$ cat src/rtl/crap_pkg.sv
// Shared constants for the calibration, reset and alarm-pin control block.
// Assumes an 8-bit register space reached by a simple strobed access port.
package crap_pkg;
  // Register offsets
  localparam logic [7:0] REG_CAL_CTRL    = 8'h88;
  localparam logic [7:0] REG_SKEW2       = 8'h8F;
  localparam logic [7:0] REG_PIN_CTRL    = 8'h90;
  localparam logic [7:0] REG_ALARM_FLAGS = 8'h91;
  localparam logic [7:0] REG_ALARM_MASK  = 8'h92;
  localparam logic [7:0] REG_STATUS      = 8'h93;
  localparam logic [7:0] REG_DIVIDER     = 8'h94;

  // Field positions
  localparam int CAL_START_BIT       = 6;
  localparam int PIN_IRQ_SELECT_BIT  = 0;
  localparam int PIN_IRQ_POL_BIT     = 1;
  localparam int PIN_IN1_EN_BIT      = 2;
  localparam int PIN_IN2_EN_BIT      = 3;
  localparam int PIN_FAULT_POL_BIT   = 4;
  localparam int PIN_OFFSET_INCLUDE_BIT = 5;
  localparam int FLAG_LOS1_BIT       = 0;
  localparam int FLAG_LOS2_BIT       = 1;
  localparam int FLAG_FOS1_BIT       = 2;
  localparam int FLAG_FOS2_BIT       = 3;
  localparam int FLAG_LOCK_LOSS_BIT  = 4;
  localparam int NUM_FLAGS           = 5;
  localparam int STAT_CAL_BUSY_BIT   = 0;
  localparam int STAT_CALIBRATED_BIT = 1;
  localparam int STAT_LOCK_LOSS_BIT  = 2;
  localparam int STAT_PROGRAMMED_BIT = 3;

  // Reset values
  localparam logic [7:0] SKEW2_RESET    = 8'h00;
  localparam logic [7:0] PIN_CTRL_RESET = 8'h00;
  localparam logic [7:0] MASK_RESET     = 8'h00;
  localparam logic [7:0] DIVIDER_RESET  = 8'h00;

  // Timing
  localparam int CLK_PERIOD_PS       = 25000;
  localparam int DEV_RST_HOLD_NS     = 100;
  localparam int DEV_RST_HOLD_CYCLES =
    ((DEV_RST_HOLD_NS * 1000) + CLK_PERIOD_PS - 1) / CLK_PERIOD_PS;

  typedef enum logic [1:0] {
    CRAP_H_IDLE,
    CRAP_H_READ_WAIT,
    CRAP_H_RESET_HOLD
  } crap_host_state_e;
endpackage : crap_pkg

$ cat src/rtl/crap_if.sv
// Link between the host controller and the clock-multiplier control logic.
// Fault pins are output-only tri-state pins; the bench resolves them from oe_n.
`timescale 1ns/1ps
interface crap_if;
  logic       rst_n;              // Active-low hardware reset pin
  logic       wr;                 // Register write strobe
  logic       rd;                 // Register read strobe
  logic [7:0] addr;               // Register offset
  logic [7:0] wdata;              // Write data
  logic [7:0] rdata;              // Read data
  logic       rvalid;             // Read data valid pulse
  logic       irq_or_input1_fault_pin_o;
  logic       irq_or_input1_fault_pin_oe_n;
  logic       input2_fault_pin_o;
  logic       input2_fault_pin_oe_n;

  modport dev (
    input  rst_n, wr, rd, addr, wdata,
    output rdata, rvalid,
    output irq_or_input1_fault_pin_o, irq_or_input1_fault_pin_oe_n,
    output input2_fault_pin_o, input2_fault_pin_oe_n
  );
  modport host (
    output rst_n, wr, rd, addr, wdata,
    input  rdata, rvalid,
    input  irq_or_input1_fault_pin_o, irq_or_input1_fault_pin_oe_n,
    input  input2_fault_pin_o, input2_fault_pin_oe_n
  );
endinterface : crap_if

$ cat src/rtl/crap_device.sv
// Control logic of the clock multiplier: skew register, calibration
// trigger, hardware reset and the two alarm/interrupt pins.
// Assumes alarm inputs are synchronous to i_core_clk.
`timescale 1ns/1ps
module crap_device
  import crap_pkg::*;
(
  input  wire logic       i_core_clk,        // 40 MHz clock
  input  wire logic       i_sys_rst,         // Async reset, active high
  input  wire logic       i_clk_en,          // Freezes all state when low
  crap_if.dev             bus,               // Host link
  input  wire logic       i_los1,            // Input-one signal loss alarm
  input  wire logic       i_los2,            // Input-two signal loss alarm
  input  wire logic       i_fos1,            // Input-one frequency offset alarm
  input  wire logic       i_fos2,            // Input-two frequency offset alarm
  input  wire logic       i_lock_loss,       // Lock-loss alarm from the PLL
  output logic            o_cal_start,       // One-cycle calibration start pulse
  output logic            o_clk_out_enable,  // Clock outputs enabled
  output logic [7:0]      o_skew2,           // Output-two phase skew
  output logic [7:0]      o_divider          // Sensitive divider setting
);
  logic [7:0]           output2_phase_skew_q;
  logic [7:0]           pin_ctrl_q;
  logic [7:0]           mask_q;
  logic [7:0]           divider_q;
  logic [NUM_FLAGS-1:0] flags_q;
  logic [NUM_FLAGS-1:0] alarm_now;
  logic                 cal_busy_q;
  logic                 calibrated_q;
  logic                 programmed_q;
  logic                 lock_loss_q;
  logic                 soft_rst;
  logic                 wr_en;
  logic                 cal_write;
  logic                 irq_level;
  logic                 fault1;
  logic                 fault2;
  logic [7:0]           rdata_d;

  // Reset pin is sampled synchronously; it acts as a clocked clear
  assign soft_rst  = ~bus.rst_n;
  assign wr_en     = bus.wr & ~soft_rst;
  assign cal_write = wr_en & (bus.addr == REG_CAL_CTRL) & bus.wdata[CAL_START_BIT];

  assign alarm_now[FLAG_LOS1_BIT] = i_los1;
  assign alarm_now[FLAG_LOS2_BIT] = i_los2;
  assign alarm_now[FLAG_FOS1_BIT] = i_fos1;
  assign alarm_now[FLAG_FOS2_BIT] = i_fos2;
  assign alarm_now[FLAG_LOCK_LOSS_BIT] = i_lock_loss;

  always_ff @(posedge i_core_clk or posedge i_sys_rst) begin
    if (i_sys_rst) begin
      output2_phase_skew_q <= SKEW2_RESET;
    end else if (i_clk_en) begin
      if (soft_rst) begin
        output2_phase_skew_q <= SKEW2_RESET;
      end else if (wr_en && bus.addr == REG_SKEW2) begin
        output2_phase_skew_q <= bus.wdata;
      end
    end
  end

  always_ff @(posedge i_core_clk or posedge i_sys_rst) begin
    if (i_sys_rst) begin
      pin_ctrl_q <= PIN_CTRL_RESET;
      mask_q     <= MASK_RESET;
      divider_q  <= DIVIDER_RESET;
    end else if (i_clk_en) begin
      if (soft_rst) begin
        pin_ctrl_q <= PIN_CTRL_RESET;
        mask_q     <= MASK_RESET;
        divider_q  <= DIVIDER_RESET;
      end else if (wr_en) begin
        if (bus.addr == REG_PIN_CTRL) begin
          pin_ctrl_q <= bus.wdata;
        end
        if (bus.addr == REG_ALARM_MASK) begin
          mask_q <= bus.wdata;
        end
        if (bus.addr == REG_DIVIDER) begin
          divider_q <= bus.wdata;
        end
      end
    end
  end

  // Sticky alarm flags, write one to clear; a live alarm wins over the clear
  genvar g;
  generate
    for (g = 0; g < NUM_FLAGS; g++) begin : g_flag
      always_ff @(posedge i_core_clk or posedge i_sys_rst) begin
        if (i_sys_rst) begin
          flags_q[g] <= 1'b0;
        end else if (i_clk_en) begin
          if (soft_rst) begin
            flags_q[g] <= 1'b0;
          end else if (alarm_now[g]) begin
            flags_q[g] <= 1'b1;
          end else if (wr_en && bus.addr == REG_ALARM_FLAGS && bus.wdata[g]) begin
            flags_q[g] <= 1'b0;
          end
        end
      end
    end
  endgenerate

  // Calibration: start pulse, then busy until lock loss falls low
  always_ff @(posedge i_core_clk or posedge i_sys_rst) begin
    if (i_sys_rst) begin
      o_cal_start  <= 1'b0;
      cal_busy_q   <= 1'b0;
      calibrated_q <= 1'b0;
      lock_loss_q  <= 1'b1;
    end else if (i_clk_en) begin
      lock_loss_q <= i_lock_loss;
      if (soft_rst) begin
        o_cal_start  <= 1'b0;
        cal_busy_q   <= 1'b0;
        calibrated_q <= 1'b0;
      end else begin
        o_cal_start <= cal_write;
        if (cal_write) begin
          cal_busy_q   <= 1'b1;
          calibrated_q <= 1'b0;
        end else if (cal_busy_q && !o_cal_start && lock_loss_q && !i_lock_loss) begin
          cal_busy_q   <= 1'b0;
          calibrated_q <= 1'b1;
        end
      end
    end
  end

  // Any register write since reset counts as programming
  always_ff @(posedge i_core_clk or posedge i_sys_rst) begin
    if (i_sys_rst) begin
      programmed_q <= 1'b0;
    end else if (i_clk_en) begin
      if (soft_rst) begin
        programmed_q <= 1'b0;
      end else if (wr_en) begin
        programmed_q <= 1'b1;
      end
    end
  end

  // Clock output enable only after programming and a finished calibration; skew and divider outputs follow their registers
  always_ff @(posedge i_core_clk or posedge i_sys_rst) begin
    if (i_sys_rst) begin
      o_clk_out_enable <= 1'b0;
      o_skew2          <= SKEW2_RESET;
      o_divider        <= DIVIDER_RESET;
    end else if (i_clk_en) begin
      o_clk_out_enable <= ~soft_rst & programmed_q & calibrated_q & ~cal_busy_q;
      o_skew2          <= output2_phase_skew_q;
      o_divider        <= divider_q;
    end
  end

  // Register reads: one cycle to rvalid; unmapped offsets read zero
  always_comb begin
    rdata_d = 8'h00;
    case (bus.addr)
      REG_CAL_CTRL:    rdata_d = 8'h00;
      REG_SKEW2:       rdata_d = output2_phase_skew_q;
      REG_PIN_CTRL:    rdata_d = pin_ctrl_q;
      REG_ALARM_FLAGS: rdata_d = {{(8-NUM_FLAGS){1'b0}}, flags_q};
      REG_ALARM_MASK:  rdata_d = mask_q;
      REG_DIVIDER:     rdata_d = divider_q;
      REG_STATUS: begin
        rdata_d[STAT_CAL_BUSY_BIT]   = cal_busy_q;
        rdata_d[STAT_CALIBRATED_BIT] = calibrated_q;
        rdata_d[STAT_LOCK_LOSS_BIT]  = lock_loss_q;
        rdata_d[STAT_PROGRAMMED_BIT] = programmed_q;
      end
      default:         rdata_d = 8'h00;
    endcase
  end

  always_ff @(posedge i_core_clk or posedge i_sys_rst) begin
    if (i_sys_rst) begin
      bus.rdata  <= 8'h00;
      bus.rvalid <= 1'b0;
    end else if (i_clk_en) begin
      bus.rvalid <= bus.rd & ~soft_rst;
      bus.rdata  <= (bus.rd & ~soft_rst) ? rdata_d : 8'h00;
    end
  end

  // Alarm pin levels
  assign irq_level = |(flags_q & mask_q[NUM_FLAGS-1:0]);
  assign fault1 = i_los1 | (pin_ctrl_q[PIN_OFFSET_INCLUDE_BIT] & i_fos1);
  assign fault2 = i_los2 | (pin_ctrl_q[PIN_OFFSET_INCLUDE_BIT] & i_fos2);

  always_ff @(posedge i_core_clk or posedge i_sys_rst) begin
    if (i_sys_rst) begin
      bus.irq_or_input1_fault_pin_o    <= 1'b0;
      bus.irq_or_input1_fault_pin_oe_n <= 1'b1;
    end else if (i_clk_en) begin
      if (soft_rst) begin
        bus.irq_or_input1_fault_pin_o    <= 1'b0;
        bus.irq_or_input1_fault_pin_oe_n <= 1'b1;
      end else if (pin_ctrl_q[PIN_IRQ_SELECT_BIT]) begin
        // Polarity bit set means active high
        bus.irq_or_input1_fault_pin_o    <= ~(irq_level ^ pin_ctrl_q[PIN_IRQ_POL_BIT]);
        bus.irq_or_input1_fault_pin_oe_n <= 1'b0;
      end else if (pin_ctrl_q[PIN_IN1_EN_BIT]) begin
        bus.irq_or_input1_fault_pin_o    <= fault1 ^ pin_ctrl_q[PIN_FAULT_POL_BIT];
        bus.irq_or_input1_fault_pin_oe_n <= 1'b0;
      end else begin
        bus.irq_or_input1_fault_pin_o    <= 1'b0;
        bus.irq_or_input1_fault_pin_oe_n <= 1'b1;
      end
    end
  end

  always_ff @(posedge i_core_clk or posedge i_sys_rst) begin
    if (i_sys_rst) begin
      bus.input2_fault_pin_o    <= 1'b0;
      bus.input2_fault_pin_oe_n <= 1'b1;
    end else if (i_clk_en) begin
      if (!soft_rst && pin_ctrl_q[PIN_IN2_EN_BIT]) begin
        bus.input2_fault_pin_o    <= fault2 ^ pin_ctrl_q[PIN_FAULT_POL_BIT];
        bus.input2_fault_pin_oe_n <= 1'b0;
      end else begin
        bus.input2_fault_pin_o    <= 1'b0;
        bus.input2_fault_pin_oe_n <= 1'b1;
      end
    end
  end
endmodule : crap_device

$ cat src/flat_wrapper.sv
// flat-port wrapper written by rule: the top's interface ports become plain ports
module crap_device_flat import crap_pkg::*;
  (i_core_clk, i_sys_rst, i_clk_en, i_los1, i_los2, i_fos1, i_fos2, i_lock_loss, o_cal_start, o_clk_out_enable, o_skew2, o_divider, bus_rst_n, bus_wr, bus_rd, bus_addr, bus_wdata, bus_rdata, bus_rvalid, bus_irq_or_input1_fault_pin_o, bus_irq_or_input1_fault_pin_oe_n, bus_input2_fault_pin_o, bus_input2_fault_pin_oe_n);
  crap_if bus_i ();
  input  wire logic i_core_clk;
  input  wire logic i_sys_rst;
  input  wire logic i_clk_en;
  input  wire logic i_los1;
  input  wire logic i_los2;
  input  wire logic i_fos1;
  input  wire logic i_fos2;
  input  wire logic i_lock_loss;
  output logic o_cal_start;
  output logic o_clk_out_enable;
  output logic [7:0] o_skew2;
  output logic [7:0] o_divider;
  input wire logic [$bits(bus_i.rst_n)-1:0] bus_rst_n;
  input wire logic [$bits(bus_i.wr)-1:0] bus_wr;
  input wire logic [$bits(bus_i.rd)-1:0] bus_rd;
  input wire logic [$bits(bus_i.addr)-1:0] bus_addr;
  input wire logic [$bits(bus_i.wdata)-1:0] bus_wdata;
  output wire logic [$bits(bus_i.rdata)-1:0] bus_rdata;
  output wire logic [$bits(bus_i.rvalid)-1:0] bus_rvalid;
  output wire logic [$bits(bus_i.irq_or_input1_fault_pin_o)-1:0] bus_irq_or_input1_fault_pin_o;
  output wire logic [$bits(bus_i.irq_or_input1_fault_pin_oe_n)-1:0] bus_irq_or_input1_fault_pin_oe_n;
  output wire logic [$bits(bus_i.input2_fault_pin_o)-1:0] bus_input2_fault_pin_o;
  output wire logic [$bits(bus_i.input2_fault_pin_oe_n)-1:0] bus_input2_fault_pin_oe_n;
  assign bus_i.rst_n = bus_rst_n;
  assign bus_i.wr = bus_wr;
  assign bus_i.rd = bus_rd;
  assign bus_i.addr = bus_addr;
  assign bus_i.wdata = bus_wdata;
  assign bus_rdata = bus_i.rdata;
  assign bus_rvalid = bus_i.rvalid;
  assign bus_irq_or_input1_fault_pin_o = bus_i.irq_or_input1_fault_pin_o;
  assign bus_irq_or_input1_fault_pin_oe_n = bus_i.irq_or_input1_fault_pin_oe_n;
  assign bus_input2_fault_pin_o = bus_i.input2_fault_pin_o;
  assign bus_input2_fault_pin_oe_n = bus_i.input2_fault_pin_oe_n;
  crap_device u_core (.i_core_clk(i_core_clk), .i_sys_rst(i_sys_rst), .i_clk_en(i_clk_en), .bus(bus_i), .i_los1(i_los1), .i_los2(i_los2), .i_fos1(i_fos1), .i_fos2(i_fos2), .i_lock_loss(i_lock_loss), .o_cal_start(o_cal_start), .o_clk_out_enable(o_clk_out_enable), .o_skew2(o_skew2), .o_divider(o_divider));
endmodule
$ cat config.mk
export PLATFORM = sky130hd
export DESIGN_NAME = crap_device_flat
export DESIGN_NICKNAME = d
export VERILOG_FILES = /design/src/rtl/crap_pkg.sv /design/src/rtl/crap_if.sv /design/src/rtl/crap_device.sv /design/src/flat_wrapper.sv
export SDC_FILE = /design/constraint.sdc
export NUM_CORES = 1
export LEC_CHECK = 0
export ABC_AREA = 1
export BUFFER_PORTS_ARGS = -buffer_cell sky130_fd_sc_hd__buf_4
export CORE_UTILIZATION = 30
export CTS_BUF_LIST = sky130_fd_sc_hd__clkbuf_4 sky130_fd_sc_hd__clkbuf_8
export CTS_CLUSTER_DIAMETER = 150
export DETAILED_ROUTE_END_ITERATION = 16
export PLACE_DENSITY = 0.47
export SLEW_MARGIN = 40
export SYNTH_ARGS = -nofsm -noshare
export SYNTH_HDL_FRONTEND = slang
export SYNTH_SLANG_ARGS = --single-unit
$ cat constraint.sdc
create_clock -name i_core_clk -period 2.4 [get_ports i_core_clk]
set_input_delay 0.48 -clock i_core_clk [delete_from_list [all_inputs] [get_ports i_core_clk]]
set_output_delay 0.48 -clock i_core_clk [all_outputs]
set_load 0.05 [all_outputs]
== Word-level counts from Yosys, hierarchy flattened ==
Index checks and enable logic that the tools add are counted.

* Bits in registers: 72
* Word-level logic and storage cells: 129

* Equal/unequal tests: 18
* Mux-type cells: 46
* Bitwise logic cells: 17
* Reductions and logical operators: 25

{| class="wikitable"
|+ Operators with widths
! kind !! count
|-
| 2-to-1 mux 8 bit || 12
|-
| == test 8 bit (second input constant) || 7
|-
| 2-to-1 mux 1 bit || 32
|-
| case mux 4 bit (6 select lines) || 1
|-
| case mux 4 bit (5 select lines) || 1
|-
| AND reduction 2 bit || 8
|-
| != test 3 x 2 -> 1 bit (second input constant) || 5
|-
| logical AND 1 bit || 11
|-
| != test 2 x 1 -> 1 bit (second input constant) || 5
|-
| AND 1 bit || 9
|-
| AND reduction 3 bit || 3
|-
| AND 5 bit || 1
|-
| OR reduction 5 bit || 1
|-
| != test 3 x 1 -> 1 bit (second input constant) || 1
|-
| XOR 1 bit || 3
|-
| zero test 1 bit || 2
|-
| inverter 1 bit || 2
|-
| OR 1 bit || 2
|}

== Logic depth before layout (Yosys ltp) ==
Gate-level depths: netlist of the first run.

* Depth in word-level cells: 7
* Depth in mapped cells: 11
* Mapped depth without buffers: 10

== Worst setup path before layout of the first run ==
Ideal clock, no wire load.

* Kind: input -> register
* Start point: input bus_rst_n
* End point: register u_core.mask_q[0]
* Data arrival time: 1,342 ps
* Data required time: 2,277 ps
* Setup slack: 935 ps
* Stages on the path: 7
* Cells stage by stage: buf_4 inv_1 o21ai_4 o21ai_4 buf_6 nor2_2 a21oi_2

* Word-level cells in the longest chain between the ends: 3
* Elaborated cells on any way between the ends: 5
* Those cells by class: 2 x eq/ne; 1 x mux; 1 x bitwise; 1 x reduce/logical

{| class="wikitable"
|+ RTL lines
! what !! line !! text
|-
| start, declared || flat_wrapper.sv:17 || <nowiki>input wire logic [$bits(bus_i.rst_n)-1:0] bus_rst_n;</nowiki>
|-
| AND 1 bit || crap_device.sv:42 || <nowiki>assign wr_en = bus.wr & ~soft_rst;</nowiki>
|-
| != test 2 x 1 -> 1 bit (no line) || -- ||
|-
| AND reduction 3 bit (no line) || -- ||
|-
| end signal, assigned || crap_device.sv:78 || <nowiki>mask_q <= bus.wdata;</nowiki>
|-
| end, declared || crap_device.sv:24 || <nowiki>logic [7:0] mask_q;</nowiki>
|}

Parallel ways exist; a longest one is shown, timed or not.
A chain may end at the register's enable or synchronous reset.

== Worst setup path after layout of the first run ==
* Start point: input bus_addr[6]
* End point: register u_core.bus.rdata[4]

* Word-level cells in the longest chain between the ends: 3
* Elaborated cells on any way between the ends: 7
* Those cells by class: 5 x eq/ne; 2 x mux

{| class="wikitable"
|+ RTL lines
! what !! line !! text
|-
| start, declared || flat_wrapper.sv:20 || <nowiki>input wire logic [$bits(bus_i.addr)-1:0] bus_addr;</nowiki>
|-
| == test 8 bit || crap_device.sv:162 || <nowiki>case (bus.addr)</nowiki>
|-
| case mux 4 bit (5 select lines) (*) || crap_device.sv:162 ||
|-
| 2-to-1 mux 8 bit (*) || crap_device.sv:185 || <nowiki>bus.rdata <= (bus.rd & ~soft_rst) ? rdata_d : 8'h00;</nowiki>
|-
| end signal, assigned || crap_device.sv:185 ||
|-
| end, declared || crap_if.sv:19 || <nowiki>output rdata, rvalid,</nowiki>
|}

Mark *: on every way between the ends. The rest lies on a longest branch, timed or not.

==> results.md, run 1 <==
- Status: complete, no violations
- Peak Freq: 626 MHz
- Root buffer cell: clkbuf_8
- Total power draw: between 3 and 4 mW
- GRT Resource Usage Total: 0.171
- Crit path launch type: input pin
- Final Hold Vio Count: 0
- CP top delay family: simple AND/OR/NAND/NOR gates
- Fin crit share: 0.666
- Max Slew Vio Count: 0
- Vias in the first global route: 3047
- Largest net degree at the start of global routing: 73
- Comb pwr share: 0.180
- Launch point of the worst path: bus_addr[6]
- Hold WS: 205 ps
- Buffers added on ports: 57
- Final ANT Viol Nets: 0
- CTS Buffer Depth: 2
- Final instance area: approximately 0.0044 mm2
- RSZ-0062 raised after global routing: no
- CP max stage cell: nor2_4
- Initial Util: 0.310
- Reg2Reg Depth: 3
- Post-synthesis register bit count: 72
- Post-Syn Area: ~0.0036 mm2
- Gr ovfl total: 0
- Worst path cell trace: buf_4 -> inv_1 -> nand2_2 -> nor2_4 -> nand2_2 -> nand3_1 -> nor2_1 -> nor2_1 -> nand2_1 -> nand2_1
- Routed wire length: just under 10000 um
- Buffers & Inverters on Critical Path: 2
- Vias/cell: approximately 4.6
- Worst-path maximum fanout: 9
- Cts bufs inserted: 9
- Clock latency on the worst-skew pair: around 350 ps
- Clk pin slew, worst setup/hold paths: about 80 ps
- GPL Wtd Cong: roughly 0.83
- FP Rows: 39
- Post-CTS setup buffers: 0
- Cts hold-fix bufs: 0
- Pleak: 2.22 nW
- Detail Placement HPWL: around 7000 um
- Final min period: roughly 1600 ps
- Req. time, crit path: between 2000 and 3000 ps
- I/O pin cnt: 58
- Sequential share of power: 0.434
- Worst path max stage delay: ~300 ps
- TritonCTS clock tree: done
- 1st-pass router iterations: 4
- Max-capacitance violation count: 0
- Sequential element share of the synthesized area: 0.508
- Area grow syn2layout: 22.8%
- Clock Skew: just under 9 ps
- Crit path kind: in2reg
- Setup WS post-layout: 802 ps
- # clock sinks: 72
- VDD IR max: roughly 0.33 mV
- Switch Pwr: between 0.9 and 1 mW
- Place WS: roughly 400 ps
- ANT cells: 0
- DRT iter0 DRCs: 206
- # DRC: 0
- Core ar.: around 0.011 mm2
- Chip Width: about 110 um
- Placed Instance Area: a little over 0.004 mm2
- Worst-Margin Slew: roughly 540 ps
- Final nets: between 500 and 600
- Reg2reg end: u_core.bus.input2_fault_pin_o
- Synth unique cells: 28
- Worst reg2reg setup slack: between 1000 and 1500 ps
- Share of cells above drive strength 1: 0.230
- Synth Warn #: 0
- WL per Instance: ~15 um
- HP Class: in2async
- Syn Inst Count: between 400 and 500
- CTS resizes: 0
- Crit. End Element: flop
- Die area: between 0.01 and 0.015 mm2
- First-pass GRT wire length: around 16000 um
- Reg2reg start: u_core.pin_ctrl_q[5]
- Crit path DAT: ~1900 ps
- Switching part of the total: 0.299
- Setup TNS: 0 ps
- PwrDens: ~760 mW/mm2
- Initial antenna violation count: 0
- Die Ht: roughly 110 um
- Clock share of power: 0.386
- Final setup viols: 0
- Slew HR: 0.638
- Net Count, Synth: 466
- CTS H-tree lvls: 3
- Via Count: roughly 3000
- Synth Area per Inst: 8.10 um2
- Pint: approximately 2.3 mW
worst reg2reg max path, delay by kind of cell (launching register included):
| kind | cells | cell delay (ps) |
|---|---|---|
| AOI/OAI and AO/OA | 2 | 580 |
| xor gates and xnor gates | 1 | 120 |
| DFF | 1 | 460 |
Yosys cell counts:
master / number / share of area
o21ai_1: 6 / 0.0084
dfrtp_1: 69 / 0.49
nor2_8: 1 / 0.0056
inv_2: 5 / 0.0053
nor2_4: 4 / 0.013
a22o_1: 1 / 0.0025
clkbuf_1: 3 / 0.0032
nor2_2: 6 / 0.011
a21oi_1: 34 / 0.048
nor4_1: 1 / 0.0018
nand2_2: 7 / 0.012
a21oi_2: 4 / 0.0099
buf_1: 2 / 0.0021
xor2_1: 1 / 0.0025
buf_6: 5 / 0.016
dfstp_2: 3 / 0.022
nand2_4: 2 / 0.0063
nand4_1: 4 / 0.0070
o21a_1: 1 / 0.0021
o21ai_4: 5 / 0.023
o21ai_0: 11 / 0.015
buf_2: 3 / 0.0042
buf_4: 2 / 0.0042
nor3_1: 1 / 0.0014
inv_1: 32 / 0.034
nand3_1: 44 / 0.062
nand2_1: 144 / 0.15
nor2_1: 38 / 0.040
metrics by stage:
stage                     utilization  cells
after global routing            0.381    644
after floorplan                     -    439
after CTS                       0.381    644
after detailed placement        0.357    628
after global placement          0.357    628
final                           0.381    644
placed cells by master, fill, tap and decap left out, drive strengths merged:
| cell | Yosys | layout |
|---|---|---|
| a21oi | 38 | 38 |
| a22o | 1 | 1 |
| buf | 12 | 61 |
| bufinv | 0 | 4 |
| clkbuf | 3 | 9 |
| clkinv | 0 | 1 |
| clkinvlp | 0 | 2 |
| dfrtp | 69 | 69 |
| dfstp | 3 | 3 |
| inv | 37 | 37 |
| nand2 | 153 | 153 |
| nand3 | 44 | 44 |
| nand4 | 4 | 4 |
| nor2 | 49 | 49 |
| nor3 | 1 | 1 |
| nor4 | 1 | 1 |
| o21a | 1 | 1 |
| o21ai | 22 | 22 |
| xor2 | 1 | 1 |
sequential cells by signal (all words and copies together), names as in the netlist:
name / count
u_core.bus.rvalid: 1
u_core.bus.irq_or_input1_fault_pin_o: 1
u_core.programmed_q: 1
u_core.o_skew2: 8
u_core.output2_phase_skew_q: 8
u_core.o_cal_start: 1
u_core.bus.irq_or_input1_fault_pin_oe_n: 1
u_core.lock_loss_q: 1
u_core.bus.input2_fault_pin_oe_n: 1
u_core.o_clk_out_enable: 1
u_core.pin_ctrl_q: 8
u_core.bus.input2_fault_pin_o: 1
u_core.bus.rdata: 8
u_core.calibrated_q: 1
u_core.cal_busy_q: 1
u_core.divider_q: 8
u_core.mask_q: 8
u_core.o_divider: 8
u_core.flags_q: 5
how the worst max path moves through the flow:
stage,to,cells past startpoint
floorplan,u_core.bus.input2_fault_pin_o,1
global placement,u_core.bus.rdata[6],10
detailed placement,u_core.bus.rdata[4],10
CTS,u_core.bus.rdata[4],10
global route,u_core.bus.rdata[4],10
finish,u_core.bus.rdata[4],10
area by class of cell:
| type | instances | area [um2] |
|---|---|---|
| sequential | 72 | 1810 |
| clock buffer | 9 | 124 |
| tap | 143 | 179 |
| clock inverter | 7 | 144 |
| timing repair buffer | 61 | 470 |
| fill | 1231 | 7100 |
| multi-input combinational | 315 | 1510 |
| inverter | 37 | 139 |
power groups by stage:
stage | Clock, mW | Sequential, mW | Combinational (mW)
2_1_floorplan | 0 | 1.60 | 0.257
3_3_place_gp | 0 | 1.46 | 0.602
3_5_place_dp | 0 | 1.47 | 0.606
4_1_cts | 1.32 | 1.44 | 0.607
5_1_grt | 1.39 | 1.46 | 0.658
6_report | 1.28 | 1.44 | 0.598
kinds of logic (layout without fill, tap and decap cells):
group | after synthesis | count (layout) | synth area share
and+or+nand+nor | 252 | 252 | 0.312
DFF | 72 | 72 | 0.508
AOI/OAI and AO/OA | 62 | 62 | 0.109
buffers and inverters | 52 | 114 | 0.0686
xor gates and xnor gates | 1 | 1 | 0.00246
routing by layer:
metal / GRT usage / wire (um) / part of all wire
met5: 0 / 0 / 0
met2: 0.271 / 4550 / 0.47
met1: 0.226 / 4560 / 0.47
met3: 0.0394 / 438 / 0.045
met4: 0.0631 / 105 / 0.011
Power figures use the tool's default switching activity.
==> run 2, diff against run 1 <==
ABC_AREA = 0   (was 1)
PLACE_DENSITY = 0.46   (was 0.47)
clock period = 1.6 ns   (was 2.4 ns; I/O delays follow)
==> run 2 against run 1 <==
  * Setup slack worse by 650 ps
  * Core utilization up 2.1 points
  * Register-to-register slack worse by 930 ps
  * Largest power group unchanged
  * Highest routed layer unchanged
==> results.md, run 2 <==
- Post-synthesis register bit count: between 70 and 80
- PwrDens: about 900 mW/mm2
- CTS H-tree lvls: 3
- GRT Resource Usage Total: 0.178
- Net Count, Synth: around 300
- Vias/cell: 5.24
- Final ANT Viol Nets: 0
- Worst Hold Path Cells: 2
- Clock Skew: 15.7 ps
- WL per Instance: approximately 19 um
- Most frequent cell after synthesis: dfrtp_1
- Commonest cells in the netlist: 69 x dfrtp_1, 30 x a22o_1, 17 x mux2_2, 14 x nand2_1, 13 x o2bb2ai_1
- Crit. End Element: flop
- Filler cells: 1056
- # clock sinks: 72
- Via Count: 2637
- Post-synth top area share: 0.517
- Initial antenna violation count: 0
- Crit path launch type: input pin
- Synth Area per Inst: 12.3 um2
- Share of cells above drive strength 1: 0.383
- Root buffer cell: clkbuf_8
- Final Hold Vio Count: 0
- Max-capacitance violation count: 0
- Final min period: 1450 ps
- I/O pin cnt: just under 60
- Routed wire length: 9610 um
- Final nets: 385
- Detail Placement HPWL: roughly 7200 um
- Sequential element share of the synthesized area: 0.541
- Main synth FF type: dfrtp_1
- HP Class: in2reg
- Placed Instance Area: 0.00415 mm2
- Area leader, netlist: dfrtp_1
- DRT iter0 DRCs: roughly 130
- Pleak: between 2 and 2.5 nW
- Footprint of the multi-input gates: between 0.001 and 0.0015 mm2
- Worst-Margin Slew: 424 ps
- Chip Width: roughly 110 um
- Reg2reg start: u_core.pin_ctrl_q[2]
- Reg2Reg Depth: 3
- Area grow syn2layout: 30.5%
- ANT cells: 0
- Slew HR: 0.715
- Core ar.: around 0.011 mm2
- Req. time, crit path: around 1800 ps
- Initial Util: 0.308
- Most common cell after layout, fill and taps aside: buf_4
- Die area: between 0.01 and 0.015 mm2
- Worst reg2reg setup slack: around 210 ps
- Total power draw: 3.92 mW
- Max Slew Vio Count: 0
- Number of synthesized flops with an enable pin: 0
- 1st-pass router iterations: 4
- Final setup viols: 0
- Cts bufs inserted: 9
- Hold EP: u_core.flags_q[1]
- Worst-path maximum fanout: 5
- Top cells by area, synth: dfrtp_1 52%, a22o_1 7.9%, mux2_2 5.7%
- Clk pin slew, worst setup/hold paths: around 90 ps
- CTS resizes: 0
- Final instance area: about 0.0044 mm2
- Syn Inst Count: approximately 270
- FF+latch area: around 0.0018 mm2
- Post-Syn Area: between 0.003 and 0.004 mm2
- Vias in the first global route: 2720
- Buffers added on ports: 57
- Crit path DAT: roughly 1700 ps
- Min-delay src: i_los2
- Synth unique cells: between 40 and 50
- VDD IR max: ~0.30 mV
- Fin crit share: 0.908
- Status: complete, no violations
- GPL Wtd Cong: between 0.8 and 0.9
- FP Rows: 38
- Die Ht: roughly 110 um
- RSZ-0062 raised after global routing: no
- Reg2reg end: u_core.bus.rdata[2]
- Most frequent cells in the layout: 87 x buf_4, 69 x dfrtp_1, 30 x a22o_1, 17 x mux2_2, 14 x nand2_1
- Peak Freq: around 690 MHz
- TritonCTS clock tree: done
- Crit path kind: in2reg
- Ys async rst share: 1.00
- # DRC: 0
- First-pass GRT wire length: roughly 15000 um
- CTS Buffer Depth: 2
- Largest net degree at the start of global routing: 33
- Clock latency on the worst-skew pair: about 350 ps
- Synth Warn #: 0
- Gr ovfl total: 0
-- run 2: final cells by class --
cell class                      count  share of cell area
Sequential cell                    72               0.414
Multi-Input combinational cell    175               0.328
Timing Repair Buffer               90               0.161
Tap cell                          140              0.0402
Clock buffer                        9              0.0284
Clock inverter                      7              0.0178
Inverter                           10             0.00948
-- run 2: power by group --
group	leakage [nW]	switching, mW	total (mW)	internal, mW
Clock	0.101	0.761	1.50	0.737
Sequential	0.976	0.0567	1.94	1.88
Combinational	0.946	0.284	0.483	0.200
Total	2.02	1.10	3.92	2.82
-- run 2: critical path, stage by stage --
cell and delay [ps]:
buf_4 110, or3b_4 410, nor4_4 440, a21oi_1 130, a221o_1 260
-- run 2: routing by layer --
| layer | global-route usage | up-vias | part of all wire |
|---|---|---|---|
| met3 | 0.0315 | 12 | 0.043 |
| met1 | 0.242 | 1329 | 0.47 |
| met5 | 0 | - | 0 |
| li1 | - | 1223 | - |
| met4 | 0.0607 | 0 | 0.014 |
| met2 | 0.284 | 73 | 0.47 |
-- run 2: kinds of logic (layout without fill, tap and decap cells) --
| kind of cell | Yosys count | in the layout | synth area share |
|---|---|---|---|
| flops | 72 | 72 | 0.541 |
| compound gates | 92 | 92 | 0.220 |
| xor+xnor | 3 | 3 | 0.00787 |
| simple gates | 55 | 55 | 0.104 |
| mux | 25 | 25 | 0.0963 |
| buf+inv | 24 | 116 | 0.0311 |
-- run 2: through the flow --
stage | utilization | TNS, ps | setup slack, ps | hold WS [ps] | std cells
6_report | 0.402 | 0 | 148 | 207 | 503
5_1_grt | 0.402 | 0 | 104 | 201 | 503
4_1_cts | 0.402 | 0 | 179 | 185 | 503
3_5_place_dp | 0.382 | -4000 | -202 | 342 | 486
3_3_place_gp | 0.382 | -3690 | -180 | 342 | 486
2_1_floorplan | - | 0 | 81.6 | 453 | 271
-- run 2: worst max-delay path by stage --
stage,startpoint,endpoint,depth (start not counted)
global route,bus_addr[5],u_core.flags_q[2],5
finish,bus_addr[5],u_core.flags_q[2],5
detailed placement,bus_addr[5],u_core.flags_q[3],5
floorplan,bus_addr[5],u_core.flags_q[0],4
global placement,bus_addr[5],u_core.flags_q[2],5
CTS,bus_addr[5],u_core.flags_q[2],5
-- run 2: timing repair --
item                      4_1_cts  5_1_grt
buffers inserted                0        0
hold endpoints to repair       14        0
hold buffers                    1        0
